File: config.mk
export PLATFORM = sky130hd
export DESIGN_NAME = dcrs_top
export DESIGN_NICKNAME = d
export VERILOG_FILES = /design/src/logic/dcrs_pkg.sv /design/src/logic/dcrs_top.sv /design/src/logic/dcrs_cfg_mem.sv
export SDC_FILE = /design/constraint.sdc
export NUM_CORES = 1
export LEC_CHECK = 0
export BUFFER_PORTS_ARGS = -buffer_cell sky130_fd_sc_hd__clkbuf_2
export CELL_PAD_IN_SITES_DETAIL_PLACEMENT = 1
export CELL_PAD_IN_SITES_GLOBAL_PLACEMENT = 1
export CORE_MARGIN = 4
export CORE_UTILIZATION = 40
export CTS_CLUSTER_SIZE = 12
export DETAILED_ROUTE_END_ITERATION = 12
export GPL_TIMING_DRIVEN = 0
export PLACE_DENSITY_LB_ADDON = 0.12
export SLEW_MARGIN = 25
export SYNTH_ARGS = -nofsm -noshare
export SYNTH_HDL_FRONTEND = slang
export SYNTH_SLANG_ARGS = --single-unit
export TNS_END_PERCENT = 5
File: constraint.sdc
create_clock -name aclk -period 2.2 [get_ports aclk]
set_input_delay 0.44 -clock aclk [delete_from_list [all_inputs] [get_ports aclk]]
set_output_delay 0.44 -clock aclk [all_outputs]
set_load 0.02 [all_outputs]
File: src/logic/dcrs_pkg.sv
// Purpose: constants, types and helpers of the dma channel config and request select block
// Assumes: 32-bit axi4-lite register bus, byte addresses
// Notes: unprinted offsets and field positions are named here once
package dcrs_pkg;
    localparam int NUM_CH = 4;
    localparam int ADDR_W = 8;
    localparam int CH_IDX_LO = 2;
    localparam logic [7:0] CH_CTRL_LAST = 8'h0c;
    localparam logic [7:0] REQ_SEL_OFF = 8'h10;
    localparam logic [7:0] STATE_OFF = 8'h14;
    localparam logic [1:0] ADDR_ALIGN = 2'h0;
    localparam logic [31:0] CH_CTRL_MASK = 32'h0000_7fff;
    localparam logic [31:0] REQ_SEL_MASK = 32'h0000_000c;
    localparam logic [31:0] CH_CTRL_RESET = 32'h0000_0000;
    localparam logic [31:0] REQ_SEL_RESET = 32'h0000_0000;
    localparam int REQ_MODE_BIT = 14;
    localparam int SNOOP_BIT = 11;
    localparam int RELEASE_BIT = 10;
    localparam int SRC_IO_BIT = 9;
    localparam int SRC_STEP_LO = 7;
    localparam int DST_IO_BIT = 6;
    localparam int DST_STEP_LO = 4;
    localparam int XFER_SIZE_LO = 2;
    localparam int PORT_W_LO = 0;
    localparam int CH2_SEL_BIT = 2;
    localparam int CH3_SEL_BIT = 3;
    localparam int STATE_REQ_LO = 4;
    localparam logic [1:0] STEP_INC = 2'h0;
    localparam logic [1:0] STEP_DEC = 2'h1;
    localparam logic [1:0] SIZE_BYTE = 2'h3;
    localparam logic [1:0] SIZE_HALF = 2'h2;
    localparam logic [2:0] BYTES_1 = 3'h1;
    localparam logic [2:0] BYTES_2 = 3'h2;
    localparam logic [2:0] BYTES_4 = 3'h4;
    localparam logic [1:0] RESP_OKAY = 2'h0;
    localparam logic [1:0] RESP_SLVERR = 2'h2;

    typedef struct packed {
        logic request_mode_external;
        logic snoop;
        logic bus_release_enable;
        logic source_is_io;
        logic [1:0] source_step_mode;
        logic destination_is_io;
        logic [1:0] destination_step_mode;
        logic [1:0] transfer_size;
        logic [1:0] io_port_width;
    } dcrs_cfg_type;

    typedef struct packed {
        logic en;
        logic [1:0] idx;
        logic [31:0] data;
        logic [3:0] strb;
    } dcrs_wr_type;

    typedef enum logic [2:0] {
        ARB_IDLE = 3'b001,
        ARB_OWN = 3'b010,
        ARB_YIELD = 3'b100
    } dcrs_arb_type;

    function automatic dcrs_cfg_type unpack_cfg(input logic [31:0] w);
        dcrs_cfg_type c;
        c.request_mode_external = w[REQ_MODE_BIT];
        c.snoop = w[SNOOP_BIT];
        c.bus_release_enable = w[RELEASE_BIT];
        c.source_is_io = w[SRC_IO_BIT];
        c.source_step_mode = w[SRC_STEP_LO +: 2];
        c.destination_is_io = w[DST_IO_BIT];
        c.destination_step_mode = w[DST_STEP_LO +: 2];
        c.transfer_size = w[XFER_SIZE_LO +: 2];
        c.io_port_width = w[PORT_W_LO +: 2];
        return c;
    endfunction

    // byte-lane merge, bits outside mask always read back as zero
    function automatic logic [31:0] merge_word(input logic [31:0] old, input logic [31:0] nw,
                                               input logic [3:0] strb, input logic [31:0] mask);
        logic [31:0] r;
        r = old;
        for (int i = 0; i < 4; i++) begin
            if (strb[i]) begin
                r[i*8 +: 8] = nw[i*8 +: 8];
            end
        end
        return r & mask;
    endfunction

    function automatic logic [2:0] size_bytes(input logic [1:0] code);
        if (code == SIZE_BYTE) begin
            return BYTES_1;
        end else if (code == SIZE_HALF) begin
            return BYTES_2;
        end else begin
            return BYTES_4;
        end
    endfunction

    function automatic logic [31:0] step_value(input logic [1:0] mode, input logic [2:0] bytes);
        if (mode == STEP_INC) begin
            return {29'h0, bytes};
        end else if (mode == STEP_DEC) begin
            return 32'h0 - {29'h0, bytes};
        end else begin
            return 32'h0;
        end
    endfunction
endpackage

File: src/logic/dcrs_top.sv
// Purpose: channel configuration, bus release and request routing of a four-channel dma controller
// Assumes: axi4-lite slave on aclk, request and bus inputs synchronous to aclk
// Notes: channel step and width outputs follow the channel selected by active_channel
//
// Behaviour
// - release enabled and bus owned: yield bus after current dma cycle ends
// - release disabled: ignore core release requests and keep the bus
// - bit 9 selects source type, 1 io, 0 memory, resets 0
// - bits 8:7 source step: 00 increment, 01 decrement, 1x fixed
// - bit 6 selects destination type, 1 io, 0 memory, resets 0
// - bits 3:2 transfer size: 11 byte, 10 two bytes, 0x four bytes
// - bits 1:0 io port width, same encoding as transfer size
// - port width is ignored on memory to memory transfers
// - select bit 3: channel 3 request from pin if 1, else interrupt controller
// - select bit 2: channel 2 request from pin if 1, else interrupt controller
// - request mode 1 takes external requests, 0 takes software requests
// - release enable acts only with the plain bus request, not snoop
`timescale 1ns/10ps
module dcrs_top (
    input wire logic aclk, // system clock, 250 MHz
    input wire logic aresetn, // synchronous reset, active low
    input wire logic [7:0] s_axi_awaddr, // write address
    input wire logic s_axi_awvalid, // write address valid
    output logic s_axi_awready, // write address ready
    input wire logic [31:0] s_axi_wdata, // write data
    input wire logic [3:0] s_axi_wstrb, // write byte strobes
    input wire logic s_axi_wvalid, // write data valid
    output logic s_axi_wready, // write data ready
    output logic [1:0] s_axi_bresp, // write response
    output logic s_axi_bvalid, // write response valid
    input wire logic s_axi_bready, // write response ready
    input wire logic [7:0] s_axi_araddr, // read address
    input wire logic s_axi_arvalid, // read address valid
    output logic s_axi_arready, // read address ready
    output logic [31:0] s_axi_rdata, // read data
    output logic [1:0] s_axi_rresp, // read response
    output logic s_axi_rvalid, // read data valid
    input wire logic s_axi_rready, // read data ready
    input wire logic [1:0] active_channel, // channel now served
    input wire logic bus_need, // active channel wants the bus
    input wire logic bus_grant, // core has granted the bus
    input wire logic core_release_request, // core asks for the bus back
    input wire logic dma_cycle_active, // a dma bus cycle is in progress
    output logic plain_bus_request, // non-snoop bus request
    output logic snoop_bus_request, // snoop bus request
    output logic bus_yield_done, // bus handed back to the core
    input wire logic [3:0] interrupt_controller, // per-channel requests from the interrupt controller
    input wire logic ch2_request_pin, // channel 2 request pin, asserted high
    input wire logic ch3_request_pin, // channel 3 request pin, asserted high
    input wire logic [3:0] software_request, // per-channel internal requests
    output logic [3:0] channel_request_r, // routed request per channel
    output logic [31:0] src_step_r, // source address change per cycle
    output logic [31:0] dst_step_r, // destination address change per cycle
    output logic [2:0] xfer_bytes_r, // bytes moved per request
    output logic [1:0] src_cycle_width_r, // width code of source bus cycles
    output logic [1:0] dst_cycle_width_r, // width code of destination bus cycles
    output logic src_is_io_r, // source is an io device
    output logic dst_is_io_r // destination is an io device
);
    // write channel state
    logic aw_held_r;
    logic [7:0] aw_addr_r;
    logic w_held_r;
    logic [31:0] w_data_r;
    logic [3:0] w_strb_r;
    logic bvalid_r;
    logic [1:0] bresp_r;
    // read channel state
    logic rd_pend_r;
    logic [7:0] rd_addr_r;
    logic rvalid_r;
    logic [1:0] rresp_r;
    logic [31:0] rdata_r;
    // registers
    logic [31:0] req_sel_r;
    logic [31:0] req_sel_nxt;
    dcrs_pkg::dcrs_arb_type arb_r;
    dcrs_pkg::dcrs_arb_type arb_nxt;
    dcrs_pkg::dcrs_wr_type mem_wr;
    logic [31:0] mem_rd_data;
    logic [dcrs_pkg::NUM_CH-1:0][31:0] ctrl_words;

    function automatic logic is_ch_addr(input logic [7:0] a);
        return (a <= dcrs_pkg::CH_CTRL_LAST) && (a[1:0] == dcrs_pkg::ADDR_ALIGN);
    endfunction

    // write path: address and data may arrive in either order
    wire aw_take = s_axi_awvalid && s_axi_awready;
    wire w_take = s_axi_wvalid && s_axi_wready;
    wire wr_fire = aw_held_r && w_held_r && !bvalid_r;
    wire wr_to_ch = wr_fire && is_ch_addr(aw_addr_r);
    wire wr_to_sel = wr_fire && (aw_addr_r == dcrs_pkg::REQ_SEL_OFF);
    wire wr_ok = wr_to_ch || wr_to_sel;

    assign s_axi_awready = !aw_held_r && !bvalid_r;
    assign s_axi_wready = !w_held_r && !bvalid_r;
    assign s_axi_bvalid = bvalid_r;
    assign s_axi_bresp = bresp_r;

    assign mem_wr.en = wr_to_ch;
    assign mem_wr.idx = aw_addr_r[dcrs_pkg::CH_IDX_LO +: 2];
    assign mem_wr.data = w_data_r;
    assign mem_wr.strb = w_strb_r;

    // undefined select bits are masked off and read as zero
    assign req_sel_nxt = wr_to_sel
        ? dcrs_pkg::merge_word(req_sel_r, w_data_r, w_strb_r, dcrs_pkg::REQ_SEL_MASK)
        : req_sel_r;

    always_ff @(posedge aclk) begin
        if (!aresetn) begin
            aw_held_r <= 1'b0;
            aw_addr_r <= 8'h0;
        end else if (aw_take) begin
            aw_held_r <= 1'b1;
            aw_addr_r <= s_axi_awaddr;
        end else if (wr_fire) begin
            aw_held_r <= 1'b0;
        end
    end

    always_ff @(posedge aclk) begin
        if (!aresetn) begin
            w_held_r <= 1'b0;
            w_data_r <= 32'h0;
            w_strb_r <= 4'h0;
        end else if (w_take) begin
            w_held_r <= 1'b1;
            w_data_r <= s_axi_wdata;
            w_strb_r <= s_axi_wstrb;
        end else if (wr_fire) begin
            w_held_r <= 1'b0;
        end
    end

    always_ff @(posedge aclk) begin
        if (!aresetn) begin
            bvalid_r <= 1'b0;
            bresp_r <= dcrs_pkg::RESP_OKAY;
        end else if (wr_fire) begin
            bvalid_r <= 1'b1;
            bresp_r <= wr_ok ? dcrs_pkg::RESP_OKAY : dcrs_pkg::RESP_SLVERR;
        end else if (s_axi_bready) begin
            bvalid_r <= 1'b0;
        end
    end

    always_ff @(posedge aclk) begin
        if (!aresetn) begin
            req_sel_r <= dcrs_pkg::REQ_SEL_RESET;
        end else begin
            req_sel_r <= req_sel_nxt;
        end
    end

    wire ar_take = s_axi_arvalid && s_axi_arready;

    dcrs_cfg_mem u_cfg_mem (
        .aclk(aclk),
        .aresetn(aresetn),
        .wr(mem_wr),
        .rd_en(ar_take),
        .rd_idx(s_axi_araddr[dcrs_pkg::CH_IDX_LO +: 2]),
        .rd_data_r(mem_rd_data),
        .words(ctrl_words)
    );

    // read path: address taken, then one cycle for the memory read
    wire rd_is_ch = is_ch_addr(rd_addr_r);
    wire rd_is_sel = rd_addr_r == dcrs_pkg::REQ_SEL_OFF;
    wire rd_is_state = rd_addr_r == dcrs_pkg::STATE_OFF;
    wire [31:0] state_word = {24'h0, channel_request_r, 1'b0, arb_r};
    wire [31:0] rd_word = rd_is_ch ? mem_rd_data
                        : rd_is_sel ? req_sel_r
                        : rd_is_state ? state_word
                        : 32'h0;
    wire rd_mapped = rd_is_ch || rd_is_sel || rd_is_state;

    assign s_axi_arready = !rd_pend_r && !rvalid_r;
    assign s_axi_rvalid = rvalid_r;
    assign s_axi_rdata = rdata_r;
    assign s_axi_rresp = rresp_r;

    always_ff @(posedge aclk) begin
        if (!aresetn) begin
            rd_pend_r <= 1'b0;
            rd_addr_r <= 8'h0;
        end else if (ar_take) begin
            rd_pend_r <= 1'b1;
            rd_addr_r <= s_axi_araddr;
        end else begin
            rd_pend_r <= 1'b0;
        end
    end

    always_ff @(posedge aclk) begin
        if (!aresetn) begin
            rvalid_r <= 1'b0;
            rresp_r <= dcrs_pkg::RESP_OKAY;
            rdata_r <= 32'h0;
        end else if (rd_pend_r) begin
            rvalid_r <= 1'b1;
            rresp_r <= rd_mapped ? dcrs_pkg::RESP_OKAY : dcrs_pkg::RESP_SLVERR;
            rdata_r <= rd_word;
        end else if (s_axi_rready) begin
            rvalid_r <= 1'b0;
        end
    end

    // decode of the channel now served
    dcrs_pkg::dcrs_cfg_type act_cfg;
    assign act_cfg = dcrs_pkg::unpack_cfg(ctrl_words[active_channel]);

    wire [2:0] act_bytes = dcrs_pkg::size_bytes(act_cfg.transfer_size);
    wire [31:0] act_src_step = dcrs_pkg::step_value(act_cfg.source_step_mode, act_bytes);
    wire [31:0] act_dst_step =
        dcrs_pkg::step_value(act_cfg.destination_step_mode, act_bytes);
    // memory sides run at transfer size, so port width only matters on io sides
    wire [1:0] act_src_width = act_cfg.source_is_io
        ? act_cfg.io_port_width : act_cfg.transfer_size;
    wire [1:0] act_dst_width = act_cfg.destination_is_io
        ? act_cfg.io_port_width : act_cfg.transfer_size;

    always_ff @(posedge aclk) begin
        if (!aresetn) begin
            src_step_r <= 32'h0;
            dst_step_r <= 32'h0;
            xfer_bytes_r <= dcrs_pkg::BYTES_4;
            src_cycle_width_r <= 2'h0;
            dst_cycle_width_r <= 2'h0;
            src_is_io_r <= 1'b0;
            dst_is_io_r <= 1'b0;
        end else begin
            src_step_r <= act_src_step;
            dst_step_r <= act_dst_step;
            xfer_bytes_r <= act_bytes;
            src_cycle_width_r <= act_src_width;
            dst_cycle_width_r <= act_dst_width;
            src_is_io_r <= act_cfg.source_is_io;
            dst_is_io_r <= act_cfg.destination_is_io;
        end
    end

    // request routing
    logic [3:0] ext_request;
    logic [3:0] mode_ext;
    logic [3:0] routed_request;

    assign ext_request[0] = interrupt_controller[0];
    assign ext_request[1] = interrupt_controller[1];
    assign ext_request[2] = req_sel_r[dcrs_pkg::CH2_SEL_BIT]
        ? ch2_request_pin : interrupt_controller[2];
    assign ext_request[3] = req_sel_r[dcrs_pkg::CH3_SEL_BIT]
        ? ch3_request_pin : interrupt_controller[3];

    always_comb begin
        mode_ext = 4'h0;
        for (int i = 0; i < dcrs_pkg::NUM_CH; i++) begin
            mode_ext[i] = ctrl_words[i][dcrs_pkg::REQ_MODE_BIT];
        end
    end

    assign routed_request = (mode_ext & ext_request) | (~mode_ext & software_request);

    always_ff @(posedge aclk) begin
        if (!aresetn) begin
            channel_request_r <= 4'h0;
        end else begin
            channel_request_r <= routed_request;
        end
    end

    // bus ownership and release to the core
    wire release_honoured = act_cfg.bus_release_enable && !act_cfg.snoop
        && core_release_request;
    wire req_on = ((arb_r == dcrs_pkg::ARB_IDLE) && bus_need)
               || (arb_r == dcrs_pkg::ARB_OWN)
               || ((arb_r == dcrs_pkg::ARB_YIELD) && dma_cycle_active);

    assign plain_bus_request = req_on && !act_cfg.snoop;
    assign snoop_bus_request = req_on && act_cfg.snoop;
    assign bus_yield_done = (arb_r == dcrs_pkg::ARB_YIELD) && !dma_cycle_active;

    always_comb begin
        arb_nxt = arb_r;
        case (arb_r)
            dcrs_pkg::ARB_IDLE: begin
                if (bus_need && bus_grant) begin
                    arb_nxt = dcrs_pkg::ARB_OWN;
                end
            end
            dcrs_pkg::ARB_OWN: begin
                if (release_honoured) begin
                    arb_nxt = dcrs_pkg::ARB_YIELD;
                end else if (!bus_need) begin
                    arb_nxt = dcrs_pkg::ARB_IDLE;
                end
            end
            dcrs_pkg::ARB_YIELD: begin
                // stay off the bus until the core withdraws its request
                if (!dma_cycle_active && !core_release_request) begin
                    arb_nxt = dcrs_pkg::ARB_IDLE;
                end
            end
            default: begin
                arb_nxt = dcrs_pkg::ARB_IDLE;
            end
        endcase
    end

    always_ff @(posedge aclk) begin
        if (!aresetn) begin
            arb_r <= dcrs_pkg::ARB_IDLE;
        end else begin
            arb_r <= arb_nxt;
        end
    end
endmodule

File: src/logic/dcrs_cfg_mem.sv
// Purpose: storage of the four channel control words
// Assumes: one write port, one registered read port
// Notes: all words are also visible as flops for the decode logic
`timescale 1ns/10ps
module dcrs_cfg_mem (
    input wire logic aclk, // system clock
    input wire logic aresetn, // synchronous reset, active low
    input wire dcrs_pkg::dcrs_wr_type wr, // masked byte write
    input wire logic rd_en, // read strobe
    input wire logic [1:0] rd_idx, // read word index
    output logic [31:0] rd_data_r, // registered read data
    output logic [dcrs_pkg::NUM_CH-1:0][31:0] words // live contents
);
    logic [dcrs_pkg::NUM_CH-1:0][31:0] mem_r;

    assign words = mem_r;

    always_ff @(posedge aclk) begin
        if (!aresetn) begin
            for (int i = 0; i < dcrs_pkg::NUM_CH; i++) begin
                mem_r[i] <= dcrs_pkg::CH_CTRL_RESET;
            end
        end else if (wr.en) begin
            mem_r[wr.idx] <= dcrs_pkg::merge_word(mem_r[wr.idx], wr.data, wr.strb,
                                                  dcrs_pkg::CH_CTRL_MASK);
        end
    end

    always_ff @(posedge aclk) begin
        if (!aresetn) begin
            rd_data_r <= 32'h0;
        end else if (rd_en) begin
            rd_data_r <= mem_r[rd_idx];
        end
    end
endmodule

==> results.yml <==
sta:
  rsz0062_at_grt: "true"
  fin_skew_ps: 12.0
  maxSlewHeadroom_pct: 37.7
  worst_pin_slew_ps: 935
  drv_slew: 0
  hold_viol_final: 0
  post-route-period-util_pct: 101
  fmax_ghz: 0.448
  worst_hold_slack_ps: 234
  setup_violations: 12
  period_minus_slack_ps: 2230
  fin_ws_ps: -32.6
yosys:
  yosysWarnings: 0
  synth_edf_count: 0
  ys.flop_type: "dfxtp_1"
  syn_area_sq_um: 7200
  synth_top_area_share_pct: 43.4
  netlist_instances: 724
  yosysSeqAreaShare_pct: 43.4
  ys_ff_latch: 156
  synth.area.top_cells: "dfxtp_1 (43%), mux4_2 (13%), buf_4 (7.9%), o2bb2ai_1 (7.5%), nand2_1 (5.6%)"
  synth.most_common_cell: "dfxtp_1"
  synthDistinctLibCells: 42
  synth_top_cell_by_area: "dfxtp_1"
  ys_top_cells_by_count: "dfxtp_1 (156), nand2_1 (108), buf_4 (76), a21oi_1 (73), o2bb2ai_1 (62)"
  syn_area_per_cell_sq_um: 9.94
  async_reset_ff_share_pct: 0
setup_path:
  endpoint_kind: "flip-flop"
  rr_worst_depth: 5
  path_class: "in -> reg"
  required_ps: 2550
  crit_fanout: 10
  arrival_ps: 2580
  start_kind: "primary input"
clock_network:
  clock_sinks: 156
  hold_buffers: 0
  h-tree-depth: 4
  cts_root_buf: "clkbuf_16"
  clkTransAtPathRegs_ps: 60
  cts_max_path_buffers: 2
  cts_made_buffers: 17
  cts_tree: "built"
  clk_latency_ps: 430
floorplan:
  initial_utilization_pct: 41.2
  ios: 196
  fp-row-count: 48
  fp.dieArea_sq_um: 20200
  fp.dieH_um: 142
  core_sq_um: 17500
  die_w_um: 142
power_and_ir_drop:
  total_power_mw: 6.31
  p_per_area_nw_per_um2: 710
  power_leakage_nw: 3.62
  vdd_drop_max_uv: 605
place:
  dp_hpwl_um: 17100
  portBuffers: 154
  placedInstanceArea_sq_um: 8320
  place.gp.congestion: 0.888
global_route:
  grt_pass1_vias: 6371
  antenna_found_initial: 0
  grt_pass1_wl_um: 34900
  grt_max_degree: 30
  overflow: 0
  track_usage_pct: 22.2
drt:
  routed_wl_um: 22200
  wire_per_inst_um: 19.3
  num_vias: 6059
  dr.first_iter.drc_count: 267
  postRouteAntennaNets: 0
  vias_per_cell: 5.26
  drtPass1Iterations: 4
  route.detailed.drc: 0
finish:
  layout-drive-gt1-share_pct: 34.9
  nets: 988
  area_delta_synth_final_pct: 23.7
  design_area_sq_um: 8900
  utilization_pct: 50.9
  antenna_cells: 0
  fillers: 2038
hold_path:
  hold_depth: 3
  hold_class: "in -> reg"
job:
  cap_violations: 0
run_status:
  status: "finished with violations"
  failed_checks: "negative setup slack"
## layout make-up
class | count | area, sq um | share of cell area [%]
clock inverter | 9 | 63.8 | 0.717
multi-input combinational | 456 | 3380 | 37.9
buffer | 118 | 756 | 8.49
timing repair buffer | 154 | 771 | 8.66
sequential | 156 | 3130 | 35.1
clock buffer | 23 | 488 | 5.48
tap | 225 | 282 | 3.16
inverter | 10 | 37.5 | 0.422
## worst max-delay path, stage by stage
cell and delay (ps):
clkbuf_1 480, clkinv_1 470, a31oi_1 710, buf_4 340
o2bb2ai_1 140
## sequential cells by signal (all words and copies together) (netlist names), 3 cells and up
name / count
u_cfg_mem.words: 60
s_axi_rdata: 15
u_cfg_mem.rd_data_r: 15
w_data_r: 15
aw_addr_r: 8
rd_addr_r: 8
channel_request_r: 4
dst_step_r: 4
src_step_r: 4
arb_r: 3
xfer_bytes_r: 3
## cells by family (layout without fill, tap and decap cells)
logic type	Yosys count	count (layout)	share of synthesized area [%]
AO/OA/AOI/OAI	157	157	14.9
buffers and inverters	130	314	10.9
flip-flops	156	156	43.4
multiplexers	67	67	16.4
other	1	19	0.0521
AND/OR/NAND/NOR	213	213	14.3
## worst paths after layout
check	startpoint	end	slack, ps
max reg2reg	aw_addr_r[0]$_SDFFE_PN0P_	u_cfg_mem.words[101]$_SDFFE_PN0P_	70
max	aresetn	u_cfg_mem.words[101]$_SDFFE_PN0P_	-30
min	s_axi_wdata[2]	w_data_r[2]$_SDFFE_PN0P_	230
min reg2reg	s_axi_bresp[1]$_SDFFE_PN0P_	s_axi_bresp[1]$_SDFFE_PN0P_	460
## power breakdown
group          internal (mW)  total, mW  leakage [nW]  switching [mW]
Combinational          0.229      0.635          2.09           0.405
Clock                   1.56       2.72         0.265            1.16
Sequential              2.89       2.96          1.27          0.0685
Total                   4.68       6.31          3.62            1.63
## through the flow
stage | setup WS (ps) | TNS (ps) | std cells
5_1_grt | -46.4 | -576 | 1151
4_1_cts | 4.01 | 0 | 1151
6_report | -32.6 | -183 | 1151
3_5_place_dp | -395 | -21660 | 1121
3_3_place_gp | -351 | -16900 | 1121
2_1_floorplan | 228 | 0 | 742
## what timing repair did
item                                    4_1_cts  5_1_grt
setup buffers                                 0        0
resized for setup                             3        8
cloned                                        0        0
endpoints found under the setup margin        2       99
## routing by layer
| metal | share of wire, % | track usage [%] | up-vias |
|---|---|---|---|
| met3 | 5.9 | 4.57 | 35 |
| met4 | 2.0 | 7.88 | 0 |
| met1 | 42 | 27.4 | 2945 |
| li1 | - | - | 2880 |
| met5 | 0 | 0 | - |
| met2 | 50 | 38.5 | 199 |
## placed cells by master (no fill, tap or decap), types with 6 or more instances in the layout
master     Yosys  routed
mux4_2        41      41
buf_2         10       9
nand2_1      108     108
and2_1         6       6
clkbuf_2       0     154
o2bb2ai_1     62      62
dfxtp_1      156     153
clkbuf_16      0      17
a31oi_1        6       6
inv_1          9       9
nor2_1        24      24
nor2b_1       16      16
nand2b_1      19      19
buf_4         76      76
nand3b_1       6       6
nand3_1       13      13
mux2i_1       26      26
conb_1         1      19
nor3_1         6       6
clkbuf_1      30      31
a21oi_1       73      71
(Power assumes the default switching activity.)
